### src/core/pintc_defines.vh
// register offsets, field positions, reset values of the interrupt controller
`ifndef PINTC_DEFINES_VH
`define PINTC_DEFINES_VH
`define PINTC_NSRC 16
`define PINTC_NEXT 5
`define PINTC_AW 8
`define PINTC_DW 16
`define PINTC_ADR_GC1 8'h00
`define PINTC_ADR_GC2 8'h01
`define PINTC_ADR_GC3 8'h02
`define PINTC_ADR_GC4 8'h03
`define PINTC_ADR_VEC 8'h04
`define PINTC_ADR_FLAG 8'h05
`define PINTC_ADR_ENA 8'h06
`define PINTC_ADR_PRI0 8'h08
`define PINTC_ADR_PRI1 8'h09
`define PINTC_ADR_PRI2 8'h0a
`define PINTC_ADR_PRI3 8'h0b
`define PINTC_ADR_SR 8'h0c
`define PINTC_ADR_CORE 8'h0d
`define PINTC_ADR_IST 8'h10
`define PINTC_ADR_ICLR 8'h11
`define PINTC_ADR_IEN 8'h12
`define PINTC_GC1_NEST 15
`define PINTC_GC1_TRAP_LO 1
`define PINTC_GC1_TRAP_HI 14
`define PINTC_GC2_GIE 15
`define PINTC_GC2_SWTRAP 13
`define PINTC_GC3_LO 4
`define PINTC_GC3_HI 6
`define PINTC_GC4_SWHT 0
`define PINTC_SR_IPL_LO 5
`define PINTC_SR_IPL_HI 7
`define PINTC_CORE_MSB 3
`define PINTC_VEC_BASE 8'h08
`define PINTC_RST_GC2 16'h8000
`define PINTC_RST_PRI 16'h4444
`define PINTC_IPL_MAX 3'h7
`endif

### src/core/pintc_arbiter.v
// highest-priority pending source selection
`timescale 1ns/1ns
module pintc_arbiter (
   // requests and settings
   input wire [15:0] i_flag,
   input wire [15:0] i_enable,
   input wire [47:0] i_prio,
   input wire [3:0] i_cpu_level,
   // winner
   output reg o_valid,
   output reg [3:0] o_index,
   output reg [2:0] o_prio
);
   wire [15:0] elig;
   integer k;
   genvar g;
   generate
      for (g = 0; g < 16; g = g + 1) begin : g_src
         // zero priority never wins, must beat cpu level
         assign elig[g] = i_flag[g] & i_enable[g] &
            (i_prio[3*g+2:3*g] != 3'h0) &
            ({1'b0, i_prio[3*g+2:3*g]} > i_cpu_level);
      end
   endgenerate
   // scan downward with >= so the lower vector wins ties
   always @* begin
      o_valid = 1'b0;
      o_index = 4'h0;
      o_prio = 3'h0;
      for (k = 15; k >= 0; k = k - 1) begin
         if (elig[k] && (i_prio[3*k+2 -: 3] >= o_prio)) begin
            o_valid = 1'b1;
            o_index = k[3:0];
            o_prio = i_prio[3*k+2 -: 3];
         end
      end
   end
endmodule // pintc_arbiter

### src/core/pintc_top.v
// prioritised vectored interrupt controller with register port
//
// Behaviour
// - control one holds nesting disable plus processor trap flags.
// - control two sets external request edge polarity and software trap.
// - control two holds global enable gating user interrupt delivery.
// - control three holds usb, dma and loop stack overflow trap flags.
// - control four holds the software generated hard trap status bit.
// - each source has a sticky request flag cleared only by software.
// - each source has its own enable bit.
// - each source has a programmable three bit priority.
// - vector register latches 8-bit vector and 4-bit new level.
// - latched new level equals priority of the pending source.
// - sources map to bits in vector order; source 0 is vector 8.
// - cpu status register holds low three level bits at 7:5.
// - software writes cpu level bits and the device honours them.
// - core control holds read-only level msb, so traps stay unmasked.
//
// Implementation choices: the placing of the registers and strobed register access.
`timescale 1ns/1ns
`include "pintc_defines.vh"
module pintc_top (
   // clock, reset, enable
   input wire i_sys_clk,
   input wire i_rst_n,
   input wire i_clk_en,
   // register port
   input wire [7:0] i_addr,
   input wire [15:0] i_wdata,
   input wire i_wr,
   input wire i_rd,
   output reg [15:0] o_rdata,
   // event sources
   input wire [15:0] i_periph_req,
   input wire [4:0] i_ext_pin,
   input wire [13:0] i_trap_evt,
   input wire [2:0] i_aux_trap_evt,
   // cpu side
   input wire i_irq_ack,
   output reg o_irq_req,
   output reg [7:0] o_vector,
   output reg [3:0] o_new_level,
   output reg o_trap,
   // controller interrupt
   output reg o_irq
);
   // control and status state
   reg nest_dis_q;
   reg [13:0] trap_flag_q;
   reg gie_q;
   reg sw_trap_q;
   reg [4:0] ext_pol_q;
   reg [2:0] aux_flag_q;
   reg sw_hard_q;
   reg [15:0] flag_q;
   reg [15:0] ena_q;
   reg [47:0] prio_q;
   reg [2:0] ipl_q;
   reg ipl_msb_q;
   reg [7:0] vec_q;
   reg [3:0] lvl_q;
   reg [2:0] ist_q;
   reg [2:0] ien_q;
   reg deliver_q;
   // external pin synchronisers
   reg [4:0] ext_s1_q;
   reg [4:0] ext_s2_q;
   reg [4:0] ext_s3_q;
   // reset words as vectors so single fields can be picked out
   localparam [15:0] rst_gc2_val = `PINTC_RST_GC2;
   localparam [15:0] rst_pri_val = `PINTC_RST_PRI;

   wire wr_gc1 = i_wr && (i_addr == `PINTC_ADR_GC1);
   wire wr_gc2 = i_wr && (i_addr == `PINTC_ADR_GC2);
   wire wr_gc3 = i_wr && (i_addr == `PINTC_ADR_GC3);
   wire wr_gc4 = i_wr && (i_addr == `PINTC_ADR_GC4);
   wire wr_flag = i_wr && (i_addr == `PINTC_ADR_FLAG);
   wire wr_ena = i_wr && (i_addr == `PINTC_ADR_ENA);
   wire wr_sr = i_wr && (i_addr == `PINTC_ADR_SR);
   wire wr_iclr = i_wr && (i_addr == `PINTC_ADR_ICLR);
   wire wr_ien = i_wr && (i_addr == `PINTC_ADR_IEN);

   // edge select: polarity bit 0 rising, 1 falling
   wire [4:0] ext_rise = ext_s2_q & ~ext_s3_q;
   wire [4:0] ext_fall = ~ext_s2_q & ext_s3_q;
   wire [4:0] ext_edge = (ext_rise & ~ext_pol_q) |
      (ext_fall & ext_pol_q);
   wire [15:0] flag_set = i_periph_req | {11'h000, ext_edge};

   // software trap request written this cycle
   wire sw_trap_go = wr_gc2 && i_wdata[`PINTC_GC2_SWTRAP];
   wire [3:0] cpu_level = {ipl_msb_q, ipl_q};

   wire arb_valid;
   wire [3:0] arb_index;
   wire [2:0] arb_prio;

   pintc_arbiter u_arb (
      .i_flag(flag_q),
      .i_enable(ena_q),
      .i_prio(prio_q),
      .i_cpu_level(cpu_level),
      .o_valid(arb_valid),
      .o_index(arb_index),
      .o_prio(arb_prio)
   );

   wire deliver_d = arb_valid & gie_q;
   wire trap_rise = (|i_trap_evt) | (|i_aux_trap_evt) | sw_trap_go;
   wire [2:0] ist_set = {sw_trap_go, trap_rise, deliver_d & ~deliver_q};
   wire any_trap = (|trap_flag_q) | (|aux_flag_q) | sw_hard_q;

   // pin synchronisers: first stage read only by second
   always @(posedge i_sys_clk or negedge i_rst_n) begin
      if (!i_rst_n) begin
         ext_s1_q <= 5'h00;
         ext_s2_q <= 5'h00;
         ext_s3_q <= 5'h00;
      end else if (i_clk_en) begin
         ext_s1_q <= i_ext_pin;
         ext_s2_q <= ext_s1_q;
         ext_s3_q <= ext_s2_q;
      end
   end

   // global control registers
   always @(posedge i_sys_clk or negedge i_rst_n) begin
      if (!i_rst_n) begin
         nest_dis_q <= 1'b0;
         trap_flag_q <= 14'h0000;
         gie_q <= rst_gc2_val[`PINTC_GC2_GIE];
         sw_trap_q <= 1'b0;
         ext_pol_q <= 5'h00;
         aux_flag_q <= 3'h0;
         sw_hard_q <= 1'b0;
      end else if (i_clk_en) begin
         if (wr_gc1) begin
            nest_dis_q <= i_wdata[`PINTC_GC1_NEST];
         end
         // trap flags: hardware set wins over software clear
         trap_flag_q <= (wr_gc1 ?
            i_wdata[`PINTC_GC1_TRAP_HI:`PINTC_GC1_TRAP_LO] :
            trap_flag_q) | i_trap_evt;
         if (wr_gc2) begin
            gie_q <= i_wdata[`PINTC_GC2_GIE];
            sw_trap_q <= i_wdata[`PINTC_GC2_SWTRAP];
            ext_pol_q <= i_wdata[4:0];
         end
         aux_flag_q <= (wr_gc3 ?
            i_wdata[`PINTC_GC3_HI:`PINTC_GC3_LO] :
            aux_flag_q) | i_aux_trap_evt;
         sw_hard_q <= (wr_gc4 ? i_wdata[`PINTC_GC4_SWHT] : sw_hard_q) |
            sw_trap_go;
      end
   end

   // per-source flags, enables and priorities
   always @(posedge i_sys_clk or negedge i_rst_n) begin
      if (!i_rst_n) begin
         flag_q <= 16'h0000;
         ena_q <= 16'h0000;
         // packed three-bit fields, one per source
         prio_q <= {16{rst_pri_val[2:0]}};
      end else if (i_clk_en) begin
         flag_q <= (wr_flag ? i_wdata : flag_q) | flag_set;
         if (wr_ena) begin
            ena_q <= i_wdata;
         end
         if (i_wr) begin
            // one priority register per four sources
            case (i_addr)
               `PINTC_ADR_PRI0: begin
                  prio_q[11:0] <= {i_wdata[14:12], i_wdata[10:8],
                     i_wdata[6:4], i_wdata[2:0]};
               end
               `PINTC_ADR_PRI1: begin
                  prio_q[23:12] <= {i_wdata[14:12], i_wdata[10:8],
                     i_wdata[6:4], i_wdata[2:0]};
               end
               `PINTC_ADR_PRI2: begin
                  prio_q[35:24] <= {i_wdata[14:12], i_wdata[10:8],
                     i_wdata[6:4], i_wdata[2:0]};
               end
               `PINTC_ADR_PRI3: begin
                  prio_q[47:36] <= {i_wdata[14:12], i_wdata[10:8],
                     i_wdata[6:4], i_wdata[2:0]};
               end
               default: begin
                  prio_q <= prio_q;
               end
            endcase
         end
      end
   end

   // cpu priority level
   always @(posedge i_sys_clk or negedge i_rst_n) begin
      if (!i_rst_n) begin
         ipl_q <= 3'h0;
         ipl_msb_q <= 1'b0;
      end else if (i_clk_en) begin
         // acceptance raises the level; nesting disable forces maximum
         if (i_irq_ack && o_irq_req) begin
            ipl_q <= nest_dis_q ? `PINTC_IPL_MAX : lvl_q[2:0];
         end else if (wr_sr) begin
            ipl_q <= i_wdata[`PINTC_SR_IPL_HI:`PINTC_SR_IPL_LO];
         end
         // msb follows trap state only, no write path
         ipl_msb_q <= any_trap;
      end
   end

   // vector latch and cpu outputs
   always @(posedge i_sys_clk or negedge i_rst_n) begin
      if (!i_rst_n) begin
         vec_q <= 8'h00;
         lvl_q <= 4'h0;
         deliver_q <= 1'b0;
         o_irq_req <= 1'b0;
         o_vector <= 8'h00;
         o_new_level <= 4'h0;
         o_trap <= 1'b0;
      end else if (i_clk_en) begin
         if (arb_valid) begin
            vec_q <= `PINTC_VEC_BASE + {4'h0, arb_index};
            lvl_q <= {1'b0, arb_prio};
         end else begin
            vec_q <= 8'h00;
            lvl_q <= 4'h0;
         end
         deliver_q <= deliver_d;
         o_irq_req <= deliver_d;
         o_vector <= arb_valid ? `PINTC_VEC_BASE + {4'h0, arb_index} :
            8'h00;
         o_new_level <= arb_valid ? {1'b0, arb_prio} : 4'h0;
         o_trap <= any_trap;
      end
   end

   // controller interrupt: set wins over clear
   always @(posedge i_sys_clk or negedge i_rst_n) begin
      if (!i_rst_n) begin
         ist_q <= 3'h0;
         ien_q <= 3'h0;
         o_irq <= 1'b0;
      end else if (i_clk_en) begin
         ist_q <= (ist_q & ~(wr_iclr ? i_wdata[2:0] : 3'h0)) | ist_set;
         if (wr_ien) begin
            ien_q <= i_wdata[2:0];
         end
         o_irq <= |(ist_q & ien_q);
      end
   end

   // read data valid only in the cycle after the strobe
   always @(posedge i_sys_clk or negedge i_rst_n) begin
      if (!i_rst_n) begin
         o_rdata <= 16'h0000;
      end else if (i_clk_en) begin
         if (i_rd) begin
            case (i_addr)
               `PINTC_ADR_GC1: begin
                  o_rdata <= {nest_dis_q, trap_flag_q, 1'b0};
               end
               `PINTC_ADR_GC2: begin
                  o_rdata <= {gie_q, 1'b0, sw_trap_q, 8'h00,
                     ext_pol_q};
               end
               `PINTC_ADR_GC3: begin
                  o_rdata <= {9'h000, aux_flag_q, 4'h0};
               end
               `PINTC_ADR_GC4: begin
                  o_rdata <= {15'h0000, sw_hard_q};
               end
               `PINTC_ADR_VEC: begin
                  o_rdata <= {4'h0, lvl_q, vec_q};
               end
               `PINTC_ADR_FLAG: begin
                  o_rdata <= flag_q;
               end
               `PINTC_ADR_ENA: begin
                  o_rdata <= ena_q;
               end
               `PINTC_ADR_PRI0: begin
                  o_rdata <= {1'b0, prio_q[11:9], 1'b0, prio_q[8:6],
                     1'b0, prio_q[5:3], 1'b0, prio_q[2:0]};
               end
               `PINTC_ADR_PRI1: begin
                  o_rdata <= {1'b0, prio_q[23:21], 1'b0, prio_q[20:18],
                     1'b0, prio_q[17:15], 1'b0, prio_q[14:12]};
               end
               `PINTC_ADR_PRI2: begin
                  o_rdata <= {1'b0, prio_q[35:33], 1'b0, prio_q[32:30],
                     1'b0, prio_q[29:27], 1'b0, prio_q[26:24]};
               end
               `PINTC_ADR_PRI3: begin
                  o_rdata <= {1'b0, prio_q[47:45], 1'b0, prio_q[44:42],
                     1'b0, prio_q[41:39], 1'b0, prio_q[38:36]};
               end
               `PINTC_ADR_SR: begin
                  o_rdata <= {8'h00, ipl_q, 5'h00};
               end
               `PINTC_ADR_CORE: begin
                  o_rdata <= {12'h000, ipl_msb_q, 3'h0};
               end
               `PINTC_ADR_IST: begin
                  o_rdata <= {13'h0000, ist_q};
               end
               `PINTC_ADR_IEN: begin
                  o_rdata <= {13'h0000, ien_q};
               end
               default: begin
                  o_rdata <= 16'h0000;
               end
            endcase
         end else begin
            o_rdata <= 16'h0000;
         end
      end
   end
endmodule // pintc_top

### config.mk
export PLATFORM = sky130hd
export DESIGN_NAME = pintc_top
export DESIGN_NICKNAME = d
export VERILOG_FILES = /design/src/core/pintc_arbiter.v /design/src/core/pintc_top.v
export VERILOG_INCLUDE_DIRS = /design/src /design/src/core
export SDC_FILE = /design/constraint.sdc
export NUM_CORES = 1
export LEC_CHECK = 0
export BUFFER_PORTS_ARGS = -buffer_cell sky130_fd_sc_hd__buf_2
export CAP_MARGIN = 40
export CELL_PAD_IN_SITES_DETAIL_PLACEMENT = 1
export CELL_PAD_IN_SITES_GLOBAL_PLACEMENT = 2
export CORE_ASPECT_RATIO = 0.6
export CORE_MARGIN = 2
export CORE_UTILIZATION = 34
export DETAILED_ROUTE_END_ITERATION = 6
export GPL_ROUTABILITY_DRIVEN = 0
export PLACE_DENSITY = 0.78
export SLEW_MARGIN = 20
export SYNTH_ARGS = -nofsm -noshare
export SYNTH_HDL_FRONTEND = slang
export SYNTH_SLANG_ARGS = --single-unit
### constraint.sdc
create_clock -name i_sys_clk -period 21.9 [get_ports i_sys_clk]
set_clock_uncertainty 0.2 [all_clocks]
set_input_delay 4.38 -clock i_sys_clk [delete_from_list [all_inputs] [get_ports i_sys_clk]]
set_output_delay 4.38 -clock i_sys_clk [all_outputs]
set_load 0.02 [all_outputs]
==> impl_metrics.env <==
export IMPL_areaGrowthSynthToFinish_pct=22.8
export IMPL_dp_cells=1756
export IMPL_drtPass1Iterations=6
export IMPL_finalCritPeriodShare_pct=97.9
export IMPL_ir_drop_mv=0.0618
export IMPL_wl_per_cell_um=25.8
export IMPL_cts_root_buf="clkbuf_16"
export IMPL_chipWidth_um=237
export IMPL_clk_pin_slew_ps=70
export IMPL_synthSimpleGateAreaFrac_pct=22.1
export IMPL_drv_slew=0
export IMPL_grt_pass1_vias=10700
export IMPL_crit_path_start_kind="flop"
export IMPL_max_freq_mhz=46.6
export IMPL_ios=99
export IMPL_initial_core_util_pct=34.3
export IMPL_synthFlopType="dfrtp_1"
export IMPL_max_cap_violations=0
export IMPL_cp_max_fo=4
export IMPL_final_layout_size_suffix_gt1_share_pct=28.3
export IMPL_power_switching_uw=207
export IMPL_cp_num_buf_inv=4
export IMPL_finalSetupViolCount=0
export IMPL_hp_class="reg -> reg"
export IMPL_total_power_uw=720
export IMPL_coreArea_um2=32200
export IMPL_max_slew_margin_pct=39.5
export IMPL_critical_path_arrival_ps=21600
export IMPL_htreeDepth=4
export IMPL_reg2reg_setup_slack_ps=460
export IMPL_vias=11000
export IMPL_cts_buffer_depth=2
export IMPL_path_delay_family="compound AO/OA/AOI/OAI gates"
export IMPL_gr_usage_all_layers_pct=27.0
export IMPL_antenna_found_initial=2
export IMPL_drcViolationCount=0
export IMPL_first_iter_violations=1001
export IMPL_max_stage_delay_ps=560
export IMPL_die_h_um=144
export IMPL_synthXorXnorAreaFrac_pct=0
export IMPL_synth_cell_area_um2=11100
export IMPL_cp_common_cell="ha_1"
export IMPL_startpoint="prio_q[47]$_DFFE_PN1P_"
export IMPL_synth_compound_area_share_pct=18.7
export IMPL_routed_wl_mm=47.0
export IMPL_synth_mux_area_share_pct=10.4
export IMPL_worstMarginPinSlew_ps=906
export IMPL_yosysMostFrequentCell="nand2_1"
export IMPL_fillCellCount=3741
export IMPL_insertion_delay_ps=460
export IMPL_place_hpwl_mm=35.0
export IMPL_internal_power_uw=513
export IMPL_ys_warn_count=0
export IMPL_cts_sinks=157
export IMPL_synth_adder_area_share_pct=8.74
export IMPL_outcome="completed"
export IMPL_cp_required_ps=22050
export IMPL_final_nets=1529
export IMPL_p_clk_share_pct=45.8
export IMPL_cts_made_buffers=17
export IMPL_fp_row_count=51
export IMPL_synth_top_family_by_area="simple AND/OR/NAND/NOR gates"
export IMPL_grt_overflow_total=0
export IMPL_final_util_pct=42.1
export IMPL_die_area_um2=34000
export IMPL_p_seq_share_pct=43.6
export IMPL_timing_rr_start="prio_q[47]$_DFFE_PN1P_"
export IMPL_synth_edff_count=0
export IMPL_ys_top_cells_by_area="dfrtp_1, ha_1, nand2_1"
export IMPL_slowest_stage="dfstp_2"
export IMPL_synth_cells=1245
export IMPL_async_flop_share_pct=100
export IMPL_synth_top_area_share_pct=31.7
export IMPL_syn_avg_cell_area_um2=8.88
export IMPL_period_minus_slack_ps=21440
export IMPL_grt_pass1_wl_mm=67.8
export IMPL_yosys_cell_types_count=86
export IMPL_synthTopCellsByCount="nand2_1, dfrtp_1, ha_1"
export IMPL_crit_type="reg -> reg"
export IMPL_finalNonFillerCells=1824
export IMPL_endpoint_kind="flop"
export IMPL_hold_viol=0
export IMPL_ant_nets=0
export IMPL_p_per_area_nw_per_um2=53.0
export IMPL_yosysSeqAreaShare_pct=35.7
export IMPL_power_frac_comb_pct=10.6
export IMPL_grt_start_max_net_pins=68
export IMPL_via_per_inst=6.05
export IMPL_cts_tree="done"
export IMPL_hp_start="ext_s1_q[0]$_DFFE_PN0P_"
export IMPL_antennaDiodeCount=0
export IMPL_io_buffers=94
export IMPL_power_leakage_nw=6.26
export IMPL_sw_frac_of_total_pct=28.7
export IMPL_yosys_area_top_type="dfrtp_1"
export IMPL_synth_seq_cells=157
==> placed cells by master (no fill, tap or decap), types with 21 or more instances in the layout <==
| cell | count |
|---|---|
| nand2_1 | 204 |
| dfrtp_1 | 140 |
| buf_2 | 95 |
| buf_4 | 71 |
| ha_1 | 69 |
| mux2_2 | 67 |
| nand3_1 | 62 |
| o21ai_0 | 62 |
| inv_1 | 57 |
| nor2_1 | 45 |
| a21oi_1 | 37 |
| o22ai_1 | 21 |
==> cell families (layout without fill, tap and decap cells) <==
kind of cell	after synthesis	in the layout
compound gates	297	297
fa+ha+maj	78	78
buf+inv	117	269
flops	157	157
mux	97	97
other cells	1	4
simple gates	498	498
==> path summary, 6_finish.rpt <==
kind                                                 to  depth (start not counted)
worst min register to register  ext_s1_q[0]$_DFFE_PN0P_                          1
worst min-delay path            ext_s1_q[0]$_DFFE_PN0P_                          1
min in group asynchronous        prio_q[33]$_DFFE_PN0P_                          1
worst max-delay path               ist_q[0]$_DFFE_PN0P_                        109
worst max register to register     ist_q[0]$_DFFE_PN0P_                        109
max in group asynchronous        prio_q[44]$_DFFE_PN1P_                          4
==> stage by stage <==
step / instance area [um2] / hold WS, ps / worst slack (ps) / TNS, ps
floorplan: 11100 / 247 / 7.45 / 0
global placement: 12100 / 288 / 105 / 0
detailed placement: 12300 / 294 / -934 / -8240
CTS: 13100 / 310 / 19.0 / 0
global route: 13600 / 325 / -355 / -3000
finish: 13600 / 307 / 457 / 0
==> layer usage <==
metal,vias to the layer above,global-route usage (%),share of wire [%]
met3,51,8.01,9.5
li1,4871,-,-
met5,-,0,0
met2,452,38.4,42
met1,5663,39.6,47
met4,0,6.33,1.5
==> timing repair <==
action                                  in CTS  in global routing
endpoints found under the setup margin      10                 10
setup buffers                               15                 19
pin swaps                                   10                 35
gates resized for setup                     24                 63
hold buffers                                 0                  0
==> registers in the layout (all words and copies together), names as in the netlist, 3 cells and up <==
signal,cells
ext_s2_q,5
ipl_q,3
ist_q,3
ena_q,16
prio_q,48
ext_s1_q,5
ext_pol_q,5
o_rdata,16
flag_q,16
ext_s3_q,5
aux_flag_q,3
vec_q,5
ien_q,3
trap_flag_q,14
lvl_q,3
==> area by class of cell <==
class	count	area [um2]	area share, %
multi-input combinational	974	7060	52.0
sequential	157	3950	29.1
timing repair buffer	178	1190	8.79
tap	424	531	3.91
clock buffer	17	425	3.13
inverter	59	221	1.63
clock inverter	15	195	1.44
==> power groups by stage <==
stage / Sequential, mW / Combinational, mW / Clock [mW]
floorplan: 0.313 / 0.0380 / 0
global placement: 0.318 / 0.0682 / 0
detailed placement: 0.318 / 0.0727 / 0
CTS: 0.313 / 0.0737 / 0.333
global route: 0.315 / 0.0824 / 0.344
finish: 0.314 / 0.0762 / 0.330
No activity file was read; power rests on OpenSTA's default activity.
